<file path="src/shared/bmd_consts.svh">
/*
  Constants for the bus style personality block: lane masks, settle count.
  Assumes inclusion by bare name from the design file.
*/
`ifndef BMD_CONSTS_SVH
`define BMD_CONSTS_SVH

`define BMD_LANES_NONE 32'h0000_0000
`define BMD_LANES_LOW 32'h0000_FFFF
`define BMD_LANES_ALL 32'hFFFF_FFFF
`define BMD_STRAP_SETTLE 2'h3
`define BMD_STYLE_BIG 1'b1
`define BMD_STYLE_LITTLE 1'b0

`endif

</file>
<file path="src/shared/bmd_pkg.sv">
/*
  Types for the bus style personality block.
  Assumes nothing beyond a SystemVerilog compiler.
*/
package bmd_pkg;
  typedef enum logic [2:0] {
    BMD_IDLE = 3'b000,
    BMD_REQ  = 3'b001,
    BMD_ADDR = 3'b010,
    BMD_WAIT = 3'b011,
    BMD_DONE = 3'b100
  } bmd_state_t;
endpackage

</file>
<file path="src/bmd_bus_personality.sv">
/*
  Bus style personality: strap capture, dual-meaning control pins, master
  cycle sequencer, data lane steering, byte order and interrupt polarity.
  Assumes core logic on sys_clk drives the mst_, slv_ and irq_ inputs; all
  pin inputs are asynchronous and two-way pins are resolved outside.
*/
// Notes on behaviour
// - Strap high gives big-endian order and the first meaning of each control pin.
// - Strap low gives little-endian order and the second meaning of each control pin.
// - The strap picks strobe, direction, interrupt, request, grant, slave and ack meanings.
// - As master, 16-bit words use only data lines 15 to 0.
// - As master, 32-bit words use all data lines 31 to 0.
// - A slave register read drives only data lines 15 to 0.
// - Big style: strobe falls for valid address and rises to end; little: rise marks it.
// - Memory direction is high for read in big style and low for read in little style.
// - Interrupt is active low in big style, high in little, and only for enabled sources.
`timescale 1ns/100ps
`include "bmd_consts.svh"

module bmd_bus_personality #(
  parameter int IRQ_W = 16
) (
  input wire logic sys_clk,
  input wire logic rst_n,
  input wire logic bus_style_select,
  input wire logic bus_grant_i,
  input wire logic slave_dir_i,
  input wire logic ack_lane0_i,
  input wire logic ack_lane1_i,
  input wire logic [31:0] system_data_lines_i,
  input wire logic mst_req,
  input wire logic mst_write,
  input wire logic mst_wide,
  input wire logic [31:0] mst_wdata,
  input wire logic slv_sel,
  input wire logic [15:0] slv_rdata,
  input wire logic [IRQ_W-1:0] irq_pend,
  input wire logic [IRQ_W-1:0] irq_mask,
  output logic style_big,
  output logic style_valid,
  output logic cycle_strobe_o,
  output logic cycle_strobe_oe,
  output logic mem_dir_o,
  output logic mem_dir_oe,
  output logic bus_request_o,
  output logic ready_out_o,
  output logic ready_out_oe,
  output logic irq_o,
  output logic irq_oe,
  output logic [31:0] system_data_lines_o,
  output logic [31:0] system_data_lines_oe,
  output logic [31:0] mst_rdata,
  output logic mst_done
);
  if (IRQ_W < 1) begin : g_irq_w_check
    $error("IRQ_W must be at least 1");
  end

  // Byte order of one 16-bit half: big style swaps the two byte lanes
  function automatic logic [15:0] ord16(input logic big, input logic [15:0] x);
    ord16 = big ? {x[7:0], x[15:8]} : x;
  endfunction

  // Two-flop synchronisers for every pin input
  logic [4:0] pin_s1_q, pin_s2_q;
  logic [31:0] dat_s1_q, dat_s2_q;
  always_ff @(posedge sys_clk or negedge rst_n) begin
    if (!rst_n) begin
      pin_s1_q <= 5'h00;
      pin_s2_q <= 5'h00;
      dat_s1_q <= 32'h0000_0000;
      dat_s2_q <= 32'h0000_0000;
    end else begin
      pin_s1_q <= {bus_style_select, bus_grant_i, slave_dir_i, ack_lane1_i, ack_lane0_i};
      pin_s2_q <= pin_s1_q;
      dat_s1_q <= system_data_lines_i;
      dat_s2_q <= dat_s1_q;
    end
  end

  wire strap_s = pin_s2_q[4];
  wire grant_s = pin_s2_q[3];
  wire sdir_s = pin_s2_q[2];
  wire ack1_s = pin_s2_q[1];
  wire ack0_s = pin_s2_q[0];

  // Strap is caught once after reset release, once the synchroniser has settled
  logic [1:0] settle_q;
  logic style_q, style_ok_q;
  always_ff @(posedge sys_clk or negedge rst_n) begin
    if (!rst_n) begin
      settle_q <= 2'h0;
      style_q <= `BMD_STYLE_LITTLE;
      style_ok_q <= 1'b0;
    end else if (!style_ok_q) begin
      settle_q <= settle_q + 2'h1;
      if (settle_q == `BMD_STRAP_SETTLE) begin
        style_q <= strap_s;
        style_ok_q <= 1'b1;
      end
    end
  end

  // Pin meanings chosen by the strap
  wire grant_act = style_q ? !grant_s : grant_s;
  wire ack_act = style_q ? (!ack0_s || !ack1_s) : !ack0_s;
  wire slave_read = slv_sel && (style_q ? sdir_s : !sdir_s);

  // Master cycle sequencer
  bmd_pkg::bmd_state_t st_q, st_d;
  logic wr_q, wide_q;
  logic [31:0] wdata_q;
  always_comb begin
    st_d = st_q;
    case (st_q)
      bmd_pkg::BMD_IDLE: begin
        if (mst_req && style_ok_q) st_d = bmd_pkg::BMD_REQ;
      end
      bmd_pkg::BMD_REQ: begin
        if (grant_act) st_d = bmd_pkg::BMD_ADDR;
      end
      bmd_pkg::BMD_ADDR: st_d = bmd_pkg::BMD_WAIT;
      bmd_pkg::BMD_WAIT: begin
        if (ack_act) st_d = bmd_pkg::BMD_DONE;
      end
      bmd_pkg::BMD_DONE: st_d = bmd_pkg::BMD_IDLE;
      default: st_d = bmd_pkg::BMD_IDLE;
    endcase
  end

  wire take_req = (st_q == bmd_pkg::BMD_IDLE) && (st_d == bmd_pkg::BMD_REQ);
  wire own_d = (st_d == bmd_pkg::BMD_ADDR) || (st_d == bmd_pkg::BMD_WAIT)
    || (st_d == bmd_pkg::BMD_DONE);
  wire drive_wr_d = wr_q && ((st_d == bmd_pkg::BMD_ADDR) || (st_d == bmd_pkg::BMD_WAIT));

  // Strobe: big holds low through the cycle and rises at the end; little pulses low
  wire strobe_d = style_q ? (st_d == bmd_pkg::BMD_DONE)
    : (st_d != bmd_pkg::BMD_ADDR);
  wire dir_d = style_q ? !wr_q : wr_q;
  wire req_d = style_q ? (st_d == bmd_pkg::BMD_IDLE) : (st_d != bmd_pkg::BMD_IDLE);

  // Data lane steering
  wire [31:0] wr_lanes = wide_q ? `BMD_LANES_ALL : `BMD_LANES_LOW;
  wire [31:0] oe_d = drive_wr_d ? wr_lanes
    : (slave_read ? `BMD_LANES_LOW : `BMD_LANES_NONE);
  wire [31:0] dout_d = drive_wr_d
    ? {ord16(style_q, wdata_q[31:16]), ord16(style_q, wdata_q[15:0])}
    : {16'h0000, ord16(style_q, slv_rdata)};
  wire [31:0] rd_d = wide_q
    ? {ord16(style_q, dat_s2_q[31:16]), ord16(style_q, dat_s2_q[15:0])}
    : {16'h0000, ord16(style_q, dat_s2_q[15:0])};

  // Interrupt: enabled sources only; polarity and driver type by style
  wire irq_act = |(irq_pend & irq_mask);

  always_ff @(posedge sys_clk or negedge rst_n) begin
    if (!rst_n) begin
      st_q <= bmd_pkg::BMD_IDLE;
      wr_q <= 1'b0;
      wide_q <= 1'b0;
      wdata_q <= 32'h0000_0000;
    end else begin
      st_q <= st_d;
      if (take_req) begin
        wr_q <= mst_write;
        wide_q <= mst_wide;
        wdata_q <= mst_wdata;
      end
    end
  end

  always_ff @(posedge sys_clk or negedge rst_n) begin
    if (!rst_n) begin
      cycle_strobe_o <= 1'b1;
      cycle_strobe_oe <= 1'b0;
      mem_dir_o <= 1'b0;
      mem_dir_oe <= 1'b0;
      bus_request_o <= 1'b0;
      system_data_lines_o <= 32'h0000_0000;
      system_data_lines_oe <= `BMD_LANES_NONE;
      mst_rdata <= 32'h0000_0000;
      mst_done <= 1'b0;
    end else begin
      cycle_strobe_o <= strobe_d;
      cycle_strobe_oe <= own_d;
      mem_dir_o <= dir_d;
      mem_dir_oe <= own_d;
      // Until the style is caught the pin rests at the strap's own idle level
      bus_request_o <= style_ok_q ? req_d : strap_s;
      system_data_lines_o <= dout_d;
      system_data_lines_oe <= oe_d;
      mst_done <= (st_d == bmd_pkg::BMD_DONE);
      if ((st_q == bmd_pkg::BMD_WAIT) && ack_act && !wr_q) mst_rdata <= rd_d;
    end
  end

  always_ff @(posedge sys_clk or negedge rst_n) begin
    if (!rst_n) begin
      style_big <= 1'b0;
      style_valid <= 1'b0;
      ready_out_o <= 1'b1;
      ready_out_oe <= 1'b0;
      irq_o <= 1'b0;
      irq_oe <= 1'b0;
    end else begin
      style_big <= style_q;
      style_valid <= style_ok_q;
      ready_out_o <= !slave_read;
      ready_out_oe <= style_ok_q && !style_q;
      irq_o <= style_q ? 1'b0 : irq_act;
      irq_oe <= style_ok_q && (style_q ? irq_act : 1'b1);
    end
  end

  // Assertions
  wire drive_any = drive_wr_d || slave_read;
endmodule

</file>
<file path="config.mk">
export PLATFORM = sky130hd
export DESIGN_NAME = bmd_bus_personality
export DESIGN_NICKNAME = d
export VERILOG_FILES = /design/src/shared/bmd_pkg.sv /design/src/bmd_bus_personality.sv
export VERILOG_INCLUDE_DIRS = /design/src /design/src/shared
export SDC_FILE = /design/constraint.sdc
export NUM_CORES = 1
export LEC_CHECK = 0
export ABC_CLOCK_PERIOD_IN_PS = 2150
export BUFFER_PORTS_ARGS = -buffer_cell sky130_fd_sc_hd__buf_4
export CAP_MARGIN = 20
export CORE_MARGIN = 3
export CORE_UTILIZATION = 51
export CTS_BUF_LIST = sky130_fd_sc_hd__clkbuf_4 sky130_fd_sc_hd__clkbuf_8 sky130_fd_sc_hd__clkbuf_16
export DETAILED_ROUTE_END_ITERATION = 8
export GPL_TIMING_DRIVEN = 0
export HOLD_SLACK_MARGIN = 0.08
export PLACE_DENSITY = 0.8
export SYNTH_ARGS = -nofsm -noshare
export SYNTH_HDL_FRONTEND = slang
export SYNTH_SLANG_ARGS = --single-unit
</file>
<file path="constraint.sdc">
create_clock -name sys_clk -period 2.15 [get_ports sys_clk]
set_input_delay 0.43 -clock sys_clk [delete_from_list [all_inputs] [get_ports sys_clk]]
set_output_delay 0.43 -clock sys_clk [all_outputs]
set_load 0.02 [all_outputs]
</file>
==> qor.yml, run 1 <==
critical_path:
  critPathMaxFanout: 10
  endpoint_kind: "register"
  cp.depth: 6
  critical_path.top_delay_family: "buffers and inverters"
  critPathRequiredTime_ps: 2460
  rr_worst_depth: 6
  critPathKind: "reg2reg"
  crit_chain: "buf_4 -> nand2_1 -> o221a_4 -> o21ai_4 -> buf_2 -> nor2_1"
  path_buf_inv: 2
  critPathLaunchType: "register"
  arrival_ps: 2240
  slowest_stage: "dfrtp_1"
  slowest_delay_ps: 410
power:
  power_leakage_nw: 4.91
  power_density_nw_per_um2: 1280
  ir_drop_mv: 0.610
clocking:
  htree_levels: 4
  clock_path_buffers: 2
  root_buffer: "clkbuf_16"
  clk_pin_slew_ps: 70
  cts_tree: "yes"
  cts_made_buffers: 17
  clock-sinks: 192
  clk_latency_ps: 430
logic_synthesis:
  ys.flop_type: "dfrtp_1"
  synth_top_area_cell: "dfrtp_1"
  async_flop_share_pct: 100
  ys_top_cells_by_count: "190 x dfrtp_1, 48 x mux2i_1, 38 x nand2_1"
  yosys_warnings: 0
  synth-seq-cells: 192
  synthesis.area_um2: 7210
  synth_edf_count: 0
  ys_top_cells_by_area: "dfrtp_1 66%, mux2i_1 6.7%, mux2_2 5.2%, mux4_1 5.1%, buf_4 3.4%"
  postSynthCellCount: 477
  syn_avg_cell_area_um2: 15.1
  syn_nets: 601
  seq_area_frac_synth_pct: 66.6
  yosysMostFrequentCell: "dfrtp_1"
  synth_cell_type_count: 42
  yosysTopAreaCellShare_pct: 65.9
sta:
  fin_crit_ps: 1930
  slew_headroom_pct: 58.4
  setup_viol: 0
  fmax_ghz: 0.517
  hold_viol: 0
  rsz0062_at_grt: "no"
  drv_slew: 0
  post-route-period-util_pct: 90.0
  worst_clock_skew_ps: 8.73
  worst_pin_slew_ps: 623
  fin_ws_ps: 215
drt:
  viasPerCell: 5.21
  drtPass1Iterations: 4
  first_iter_violations: 329
  vias: 4820
  drt_wl_total_mm: 16.8
  detail_route.wl_per_cell_um: 18.1
  ant_nets: 0
  route.detailed.drc: 0
grt:
  grt_pass1_vias: 5189
  antenna_found_initial: 0
  grt_max_degree: 127
  grt_pass1_wl_mm: 26.9
  grt_overflow: 0
  track_usage_pct: 22.0
layout:
  diodes: 0
  fillers: 886
  drive_gt1_share_pct: 48.3
  layout.cells.non_filler: 925
  syn2layout_area_growth_pct: 37.1
  final_nets: 860
place:
  dp.final_hpwl_mm: 12.2
  dp_slack_ps: 66.0
  numPortBuffers: 230
  gp_congestion: 0.818
  place_inst: 884
floorplanning:
  rows: 42
  die_area_um2: 15600
  core_area_um2: 13600
  die_h_um: 125
  die_w_um: 125
  initial_core_util_pct: 53.2
  design.portCount: 231
worst_hold_path:
  hp-class: "in2reg"
  worstHoldPathCells: 1
run_status:
  status: "finished clean"
run:
  cap_violations: 0
-- report_power, final --
part	leakage [nW]	internal (mW)	switching, mW
combinational	2.30	2.15	2.21
clock	0.286	1.68	1.47
sequential	2.32	4.55	0.613
total	4.91	8.37	4.29
-- registers in the layout (all words and copies together) (netlist names), 2 cells and up --
| name | flops |
|---|---|
| settle_q | 2 |
| st_q | 3 |
| wdata_q | 32 |
| system_data_lines_o | 32 |
| pin_s2_q | 5 |
| dat_s1_q | 32 |
| pin_s1_q | 5 |
| mst_rdata | 32 |
| dat_s2_q | 32 |
| system_data_lines_oe | 2 |
-- cell families (layout without fill, tap and decap cells) --
logic type,count (synthesis),count (layout),synth area share [%]
DFF,192,192,66.6
muxes,98,98,17.7
and+or+nand+nor,73,73,4.46
buffers and inverters,56,328,5.20
AOI/OAI and AO/OA,52,52,5.22
xor gates and xnor gates,5,5,0.607
adders and majority gates,1,1,0.173
-- placed cells by master, fill, tap and decap left out, types with 3 or more instances in the layout --
| master | n |
|---|---|
| buf_4 | 265 |
| dfrtp_1 | 190 |
| mux2i_1 | 48 |
| nand2_1 | 38 |
| mux2_2 | 33 |
| nor2_1 | 22 |
| o21ai_0 | 18 |
| clkbuf_16 | 17 |
| buf_2 | 15 |
| o31ai_1 | 15 |
| mux4_1 | 14 |
| dlygate4sd3_1 | 6 |
| a21oi_1 | 4 |
| a22o_1 | 4 |
| a221oi_1 | 4 |
| inv_6 | 4 |
| buf_6 | 3 |
| xnor2_1 | 3 |
| clkinv_8 | 3 |
| inv_8 | 3 |
| clkinvlp_4 | 3 |
-- path summary, 6_finish.rpt --
kind / start / end / slack (ps)
max reg2reg: style_q / system_data_lines_o[28] / 220
min: system_data_lines_i[14] / dat_s1_q[14] / 100
max: style_q / system_data_lines_o[28] / 220
min reg2reg: pin_s1_q[0] / pin_s2_q[0] / 350
max in group asynchronous: rst_n / dat_s1_q[23] / 640
min in group asynchronous: rst_n / system_data_lines_o[30] / 540
-- area by class of cell --
class                      count  area [um^2]  share of cell area (%)
buffer                        52          360                    3.64
multi-input combinational    229         2040                    20.6
sequential                   192         4810                    48.6
timing repair buffer         240         1840                    18.7
clock buffer                  18          433                    4.38
clock inverter                14          170                    1.72
inverter                       4         15.0                   0.152
tap                          176          220                    2.23
-- routing by layer --
| metal | share of wire (%) | global-route usage (%) |
|---|---|---|
| met1 | 40 | 26.6 |
| met2 | 52 | 38.0 |
| met3 | 5.7 | 5.96 |
| met4 | 2.2 | 8.29 |
| met5 | 0 | 0 |
-- what timing repair did --
item                       4_1_cts  5_1_grt
resized for setup                0        1
setup endpoints to repair        0       11
setup buffers                    0        3
hold buffers                     1        5
hold endpoints to repair        65        5
-- through the flow --
stage	instance area (um^2)	util [%]	power [mW]	setup TNS [ps]	hold WS, ps
after global routing	9890	72.9	13.3	0	79.9
after CTS	9810	72.3	12.7	0	85.4
after detailed placement	9200	67.8	9.58	0	335
final	9890	72.9	12.7	0	104
after floorplan	7210	-	7.64	0	134
after global placement	9160	67.6	9.37	-81770	332
No activity file was read; power rests on OpenSTA's default activity.
==> inputs of run 2 (changes only) <==
--- a/config.mk
+++ b/config.mk
@@ -6,16 +6,16 @@
 export SDC_FILE = /design/constraint.sdc
 export NUM_CORES = 1
 export LEC_CHECK = 0
-export ABC_CLOCK_PERIOD_IN_PS = 2150
+export ABC_CLOCK_PERIOD_IN_PS = 1600
 export BUFFER_PORTS_ARGS = -buffer_cell sky130_fd_sc_hd__buf_4
 export CAP_MARGIN = 20
 export CORE_MARGIN = 3
-export CORE_UTILIZATION = 51
+export CORE_UTILIZATION = 46
 export CTS_BUF_LIST = sky130_fd_sc_hd__clkbuf_4 sky130_fd_sc_hd__clkbuf_8 sky130_fd_sc_hd__clkbuf_16
 export DETAILED_ROUTE_END_ITERATION = 8
 export GPL_TIMING_DRIVEN = 0
 export HOLD_SLACK_MARGIN = 0.08
-export PLACE_DENSITY = 0.8
+export PLACE_DENSITY = 0.76
 export SYNTH_ARGS = -nofsm -noshare
 export SYNTH_HDL_FRONTEND = slang
 export SYNTH_SLANG_ARGS = --single-unit
==> constraint.sdc (replaced) <==
create_clock -name sys_clk -period 1.6 [get_ports sys_clk]
set_input_delay 0.32 -clock sys_clk [delete_from_list [all_inputs] [get_ports sys_clk]]
set_output_delay 0.32 -clock sys_clk [all_outputs]
set_load 0.02 [all_outputs]
==> run 2 against run 1 <==
Effect of this change:
- the flow now finishes with violations (setup timing)
- sequential share of layout area decreased by 7.2 points
- clock skew increased by 1.5 ps
- non-clock buffer count rose by 71
- power rose by 55%
- maximum frequency rose by 11%
- final cell count is 12% higher
==> qor.yml, run 2 (synthesis results as in run 1) <==
run_status:
  status: "finished, violations left"  # was finished clean
  violations: "setup timing"
drt:
  first_iter_violations: 233  # was 329
  drt_wl_total_mm: 20.8  # was 16.8 mm
  route.detailed.drc: 0  # unchanged
  viasPerCell: 5.05  # was 5.21
  drtPass1Iterations: 4  # unchanged
  ant_nets: 0  # unchanged
  detail_route.wl_per_cell_um: 20.1  # was 18.1 um
  vias: 5210  # was 4820
sta:
  worst_clock_skew_ps: 10.3  # was 8.73 ps
  drv_slew: 0  # unchanged
  fin_ws_ps: -145  # was 215 ps
  fin_crit_ps: 1750  # was 1930 ps
  post-route-period-util_pct: 109  # was 90.0%
  hold_viol: 0  # unchanged
  fmax_ghz: 0.573  # was 0.517 GHz
  slew_headroom_pct: 58.0  # was 58.4%
  worst_pin_slew_ps: 629  # was 623 ps
  rsz0062_at_grt: "yes"  # was no
  setup_viol: 81  # was 0
  tns_ps: -5770  # was 0 ps
worst_hold_path:
  hp-class: "in2reg"  # unchanged
critical_path:
  critPathLaunchType: "register"  # unchanged
  critPathMaxFanout: 8  # was 10
  critPathKind: "reg2reg"  # unchanged
  critPathRequiredTime_ps: 1940  # was 2460 ps
  endpoint_kind: "register"  # unchanged
  arrival_ps: 2080  # was 2240 ps
clocking:
  clock_path_buffers: 2  # unchanged
  clock-sinks: 192  # unchanged
  root_buffer: "clkbuf_16"  # unchanged
  cts_made_buffers: 17  # unchanged
  clk_latency_ps: 430  # about the same
  clk_pin_slew_ps: 80  # was 70 ps
  htree_levels: 4  # unchanged
  cts_tree: "yes"  # unchanged
floorplanning:
  core_area_um2: 15300  # was 13600 um^2
  die_area_um2: 17200  # was 15600 um^2
  die_h_um: 131  # was 125 um
  design.portCount: 231  # unchanged
  initial_core_util_pct: 47.3  # was 53.2%
  die_w_um: 131  # was 125 um
  rows: 45  # was 42
grt:
  global_route.usage.met3_pct: 5.55  # was 5.96%
  busiest_layer: "met2"  # unchanged
  antenna_found_initial: 1  # was 0
  grt_overflow: 0  # unchanged
  grt_max_degree: 109  # was 127
  grt_pass1_wl_mm: 29.0  # was 26.9 mm
  use_met2_pct: 37.1  # was 38.0%
  gr-usage-met1_pct: 25.7  # was 26.6%
  grt_pass1_vias: 5515  # was 5189
  track_usage_pct: 21.5  # was 22.0%
place:
  numPortBuffers: 230  # unchanged
  postPlaceCellArea_um2: 9240  # was 9200 um^2
  dp.final_hpwl_mm: 11.8  # was 12.2 mm
  gp_congestion: 0.783  # was 0.818
layout:
  fillers: 862  # was 886
  final_common_cell: "buf_4"  # unchanged
  fin_area_um2: 11600  # was 9890 um^2
  layout_common_cells: "256 x buf_4, 184 x dfrtp_1, 42 x mux2i_1, 40 x buf_6, 40 x dlygate4sd3_1"  # was 265 x buf_4, 190 x dfrtp_1, 48 x mux2i_1, 38 x nand2_1, 33 x mux2_2
  syn2layout_area_growth_pct: 61.2  # was 37.1%
  utilization_pct: 76.2  # was 72.9%
  drive_gt1_share_pct: 58.7  # was 48.3%
  seq_area_um2: 4810  # about the same
  final_nets: 931  # was 860
  multi_input_area_um2: 2620  # was 2040 um^2
power:
  ir_drop_mv: 0.939  # was 0.610 mV
  power_density_nw_per_um2: 1690  # was 1280 nW/um^2
  p_total_mw: 19.6  # was 12.7 mW
  power_leakage_nw: 5.63  # was 4.91 nW
run:
  cap_violations: 0  # unchanged
-- run 2: power by group --
part | internal (mW) | total (mW) | switching (mW) | leakage (nW)
clock network | 2.26 | 4.24 | 1.98 | 0.297
logic | 4.42 | 8.26 | 3.85 | 3.02
registers | 6.12 | 7.10 | 0.983 | 2.31
-- run 2: final timing paths --
kind | from | cells after the start | slack [ps] | to
worst min-delay path | mst_wdata[4] | 2 | 120 | wdata_q[4]
worst max-delay path | st_q[2] | 5 | -150 | mst_rdata[25]
min in group asynchronous | rst_n | 2 | 480 | irq_o
worst min register to register | dat_s1_q[11] | 0 | 350 | dat_s2_q[11]
worst max register to register | st_q[2] | 5 | -150 | mst_rdata[25]
max in group asynchronous | rst_n | 3 | 180 | system_data_lines_oe[15]
-- run 2: cell type report --
cell class / count / share of cell area [%]
plain buffers: 52 / 4.58
clock buffers: 18 / 3.72
repair buffers: 311 / 23.8
inverters: 4 / 0.172
flip-flops and latches: 192 / 41.4
well taps: 211 / 2.27
clock inverters: 14 / 1.46
multi-input cells: 229 / 22.6
diodes: 1 / 0.0215
-- run 2: repair_timing --
item,in CTS,in global routing
setup buffers,19,11
cloned,4,6
hold endpoints to repair,122,0
resized for setup,100,159
pin swaps,16,28
hold buffers,40,0
endpoints found under the setup margin,134,130
-- run 2: through the flow --
| stage | worst slack [ps] | hold slack [ps] | instances |
|---|---|---|---|
| global placement | -857 | 333 | 918 |
| global route | -167 | 102 | 1032 |
| CTS | -123 | 92.9 | 1014 |
| detailed placement | -454 | 335 | 919 |
| floorplan | -31.0 | 24.4 | 477 |
| finish | -145 | 120 | 1032 |
-- run 2: per-layer routing --
metal  vias up  part of all wire (%)
met5         -                     0
met4         0                   2.9
met3        43                   5.2
met2       196                    54
met1      2653                    38
li1       2318                     -
-- run 2: critical path, stage by stage, from the launching register on --
cell and delay (ps):
dfrtp_2 430, nand2b_4 150, a2111o_1 500, buf_12 210, clkbuf_16 160, o31ai_2 200
==> inputs of run 3 (changes only) <==
--- a/config.mk
+++ b/config.mk
@@ -6,16 +6,16 @@
 export SDC_FILE = /design/constraint.sdc
 export NUM_CORES = 1
 export LEC_CHECK = 0
-export ABC_CLOCK_PERIOD_IN_PS = 1600
+export ABC_CLOCK_PERIOD_IN_PS = 1700
 export BUFFER_PORTS_ARGS = -buffer_cell sky130_fd_sc_hd__buf_4
 export CAP_MARGIN = 20
 export CORE_MARGIN = 3
-export CORE_UTILIZATION = 46
+export CORE_UTILIZATION = 51
 export CTS_BUF_LIST = sky130_fd_sc_hd__clkbuf_4 sky130_fd_sc_hd__clkbuf_8 sky130_fd_sc_hd__clkbuf_16
 export DETAILED_ROUTE_END_ITERATION = 8
 export GPL_TIMING_DRIVEN = 0
 export HOLD_SLACK_MARGIN = 0.08
-export PLACE_DENSITY = 0.76
+export PLACE_DENSITY = 0.8
 export SYNTH_ARGS = -nofsm -noshare
 export SYNTH_HDL_FRONTEND = slang
 export SYNTH_SLANG_ARGS = --single-unit
==> constraint.sdc (replaced) <==
create_clock -name sys_clk -period 1.7 [get_ports sys_clk]
set_input_delay 0.34 -clock sys_clk [delete_from_list [all_inputs] [get_ports sys_clk]]
set_output_delay 0.34 -clock sys_clk [all_outputs]
set_load 0.02 [all_outputs]
==> run 3 against run 2 <==
Effect of this change:
- the flow now finishes without violations
- register-to-register slack better by 170 ps
- largest power group is now sequential cells
- flip-flop and latch count unchanged
- worst hold slack worse by 4.8 ps
- sequential power down 7.5%
- critical path type unchanged
==> qor.yml, run 3 (synthesis results as in run 1) <==
run_status:
  status: "finished clean"  # was finished, violations left
sta:
  setup_viol: 0  # was 81
  rsz0062_at_grt: "yes"  # unchanged
  hold_viol: 0  # unchanged
  drv_slew: 0  # unchanged
  fmax_ghz: 0.595  # was 0.573 GHz
  post-route-period-util_pct: 98.8  # was 109%
  worst_pin_slew_ps: 628  # was 629 ps
  fin_ws_ps: 20.1  # was -145 ps
  slew_headroom_pct: 58.1  # was 58.0%
  worst_clock_skew_ps: 10.4  # was 10.3 ps
  fin_crit_ps: 1680  # was 1750 ps
critical_path:
  critPathKind: "reg2reg"  # unchanged
  r2r_slack_ps: 20  # was -150 ps
  critPathRequiredTime_ps: 2010  # was 1940 ps
  path_buf_inv: 3  # was 2
  arrival_ps: 1990  # was 2080 ps
  slowest_delay_ps: 460  # was 500 ps
  critPathLaunchType: "register"  # unchanged
  crit_chain: "buf_4 -> nor4_4 -> buf_6 -> buf_8 -> mux2_2"  # was nand2b_4 -> a2111o_1 -> buf_12 -> clkbuf_16 -> o31ai_2
  endpoint_kind: "register"  # unchanged
  critical_path.top_delay_family: "buffers and inverters"  # was compound AO/OA/AOI/OAI gates
  critPathMaxFanout: 10  # was 8
  slowest_stage: "dfrtp_2"  # was a2111o_1
power:
  ir_drop_mv: 0.777  # was 0.939 mV
  power_density_nw_per_um2: 1580  # was 1690 nW/um^2
  power.internal_mw: 10.9  # was 12.8 mW
  swShare_pct: 34.0  # was 34.7%
  power_leakage_nw: 5.15  # was 5.63 nW
  pwr-share-comb_pct: 36.0  # was 42.2%
  seqPwrFrac_pct: 39.8  # was 36.2%
  p_total_mw: 16.5  # was 19.6 mW
  p_switching_mw: 5.60  # was 6.81 mW
  clkPwrFrac_pct: 24.2  # was 21.6%
layout:
  final_nets: 906  # was 931
  drive_gt1_share_pct: 49.3  # was 58.7%
  final_common_cell: "buf_4"  # unchanged
  syn2layout_area_growth_pct: 45.0  # was 61.2%
  fin_area_um2: 10500  # was 11600 um^2
  diodes: 0  # was 1
  layout_common_cells: "281 x buf_4, 184 x dfrtp_1, 48 x mux2i_1, 39 x dlygate4sd3_1, 37 x nand2_1"  # was 256 x buf_4, 184 x dfrtp_1, 42 x mux2i_1, 40 x buf_6, 40 x dlygate4sd3_1
floorplanning:
  die_h_um: 125  # was 131 um
  core_area_um2: 13600  # was 15300 um^2
  die_area_um2: 15600  # was 17200 um^2
  rows: 42  # was 45
  design.portCount: 231  # unchanged
  initial_core_util_pct: 53.2  # was 47.3%
  die_w_um: 125  # was 131 um
grt:
  grt_max_degree: 127  # was 109
  grt_pass1_wl_mm: 29.0  # unchanged
  track_usage_pct: 23.7  # was 21.5%
  antenna_found_initial: 0  # was 1
  grt_pass1_vias: 5586  # was 5515
  grt_overflow: 0  # unchanged
place:
  dp_slack_ps: -384  # was -454 ps
  gp_congestion: 0.818  # was 0.783
  postPlaceCellArea_um2: 9200  # was 9240 um^2
  dp.final_hpwl_mm: 12.2  # was 11.8 mm
  numPortBuffers: 230  # unchanged
drt:
  viasPerCell: 5.25  # was 5.05
  ant_nets: 0  # unchanged
  first_iter_violations: 324  # was 233
  vias: 5098  # was 5210
  drt_wl_total_mm: 18.2  # was 20.8 mm
  drtPass1Iterations: 4  # unchanged
  detail_route.wl_per_cell_um: 18.8  # was 20.1 um
  route.detailed.drc: 0  # unchanged
clocking:
  htree_levels: 4  # unchanged
  clock_path_buffers: 2  # unchanged
  cts_tree: "yes"  # unchanged
  clk_pin_slew_ps: 70  # was 80 ps
  root_buffer: "clkbuf_16"  # unchanged
  clk_latency_ps: 430  # about the same
  cts_made_buffers: 17  # unchanged
  clock-sinks: 192  # unchanged
run:
  cap_violations: 0  # unchanged
worst_hold_path:
  hp-class: "in2reg"  # unchanged
run 3: cell types whose count changed in the layout (fill, tap and decap cells not counted), moves of 8 or more:
cell     delta
mux2_2     +32
nand2_4    -21
nand2_1    +30
mux2_4     -33
buf_6      -35
o31ai_1    +10
o21ai_0    +15
buf_4      +25
o21ai_2    -13
o31ai_4     -8
nand2_2     -9
run 3: layout make-up:
cell class	count	area, um^2
Tap cell	176	220
Inverter	4	15.0
Sequential cell	192	4810
Fill cell	805	3100
Timing Repair Buffer	286	2280
Multi-Input combinational cell	229	2100
Clock buffer	18	433
Buffer	52	437
Clock inverter	14	170
run 3: what timing repair did:
item / 4_1_cts / 5_1_grt
endpoints found under the setup margin: 116 / 76
gates resized for setup: 24 / 25
buffers inserted: 11 / 5
hold endpoints to repair: 103 / 0
pin swaps: 3 / 3
hold buffers: 39 / 0
run 3: power by group through the flow:
stage	sequential (mW)	clock [mW]	combinational, mW
2_1_floorplan	7.21	0	2.45
6_report	6.57	3.99	5.93
4_1_cts	6.54	4.04	5.81
3_5_place_dp	6.60	0	5.52
3_3_place_gp	6.50	0	5.35
5_1_grt	6.71	4.26	6.32
run 3: layer usage:
layer  track usage, %  routed length (um)  up-vias
met3             6.05                1030       43
met1             27.8                6980     2595
met5                0                   0        -
met2             41.9                9680      205
met4             9.50                 539        0
li1                 -                   -     2255
run 3: final timing paths:
path	end	depth (start not counted)	start
setup / recovery	wdata_q[5]	5	st_q[2]
hold / removal	wide_q	3	mst_wide
setup reg to reg	wdata_q[5]	5	st_q[2]
hold reg to reg	pin_s2_q[0]	0	pin_s1_q[0]
max in group asynchronous	st_q[0]	3	rst_n
min in group asynchronous	system_data_lines_o[30]	2	rst_n
run 3: metrics by stage:
step	std cells	hold slack (ps)	TNS, ps	util [%]
after floorplan	477	44.4	0	-
after global placement	883	332	-162440	67.6
after detailed placement	884	319	-14720	67.8
after CTS	966	103	0	76.3
after global routing	971	111	-141	77.2
final	971	115	0	77.2
run 3: worst register-to-register path: cells and delay by family (launching register included):
family | cells | cell delay [ps]
buf+inv | 3 | 500
flops | 1 | 460
mux | 1 | 350
simple gates | 1 | 260
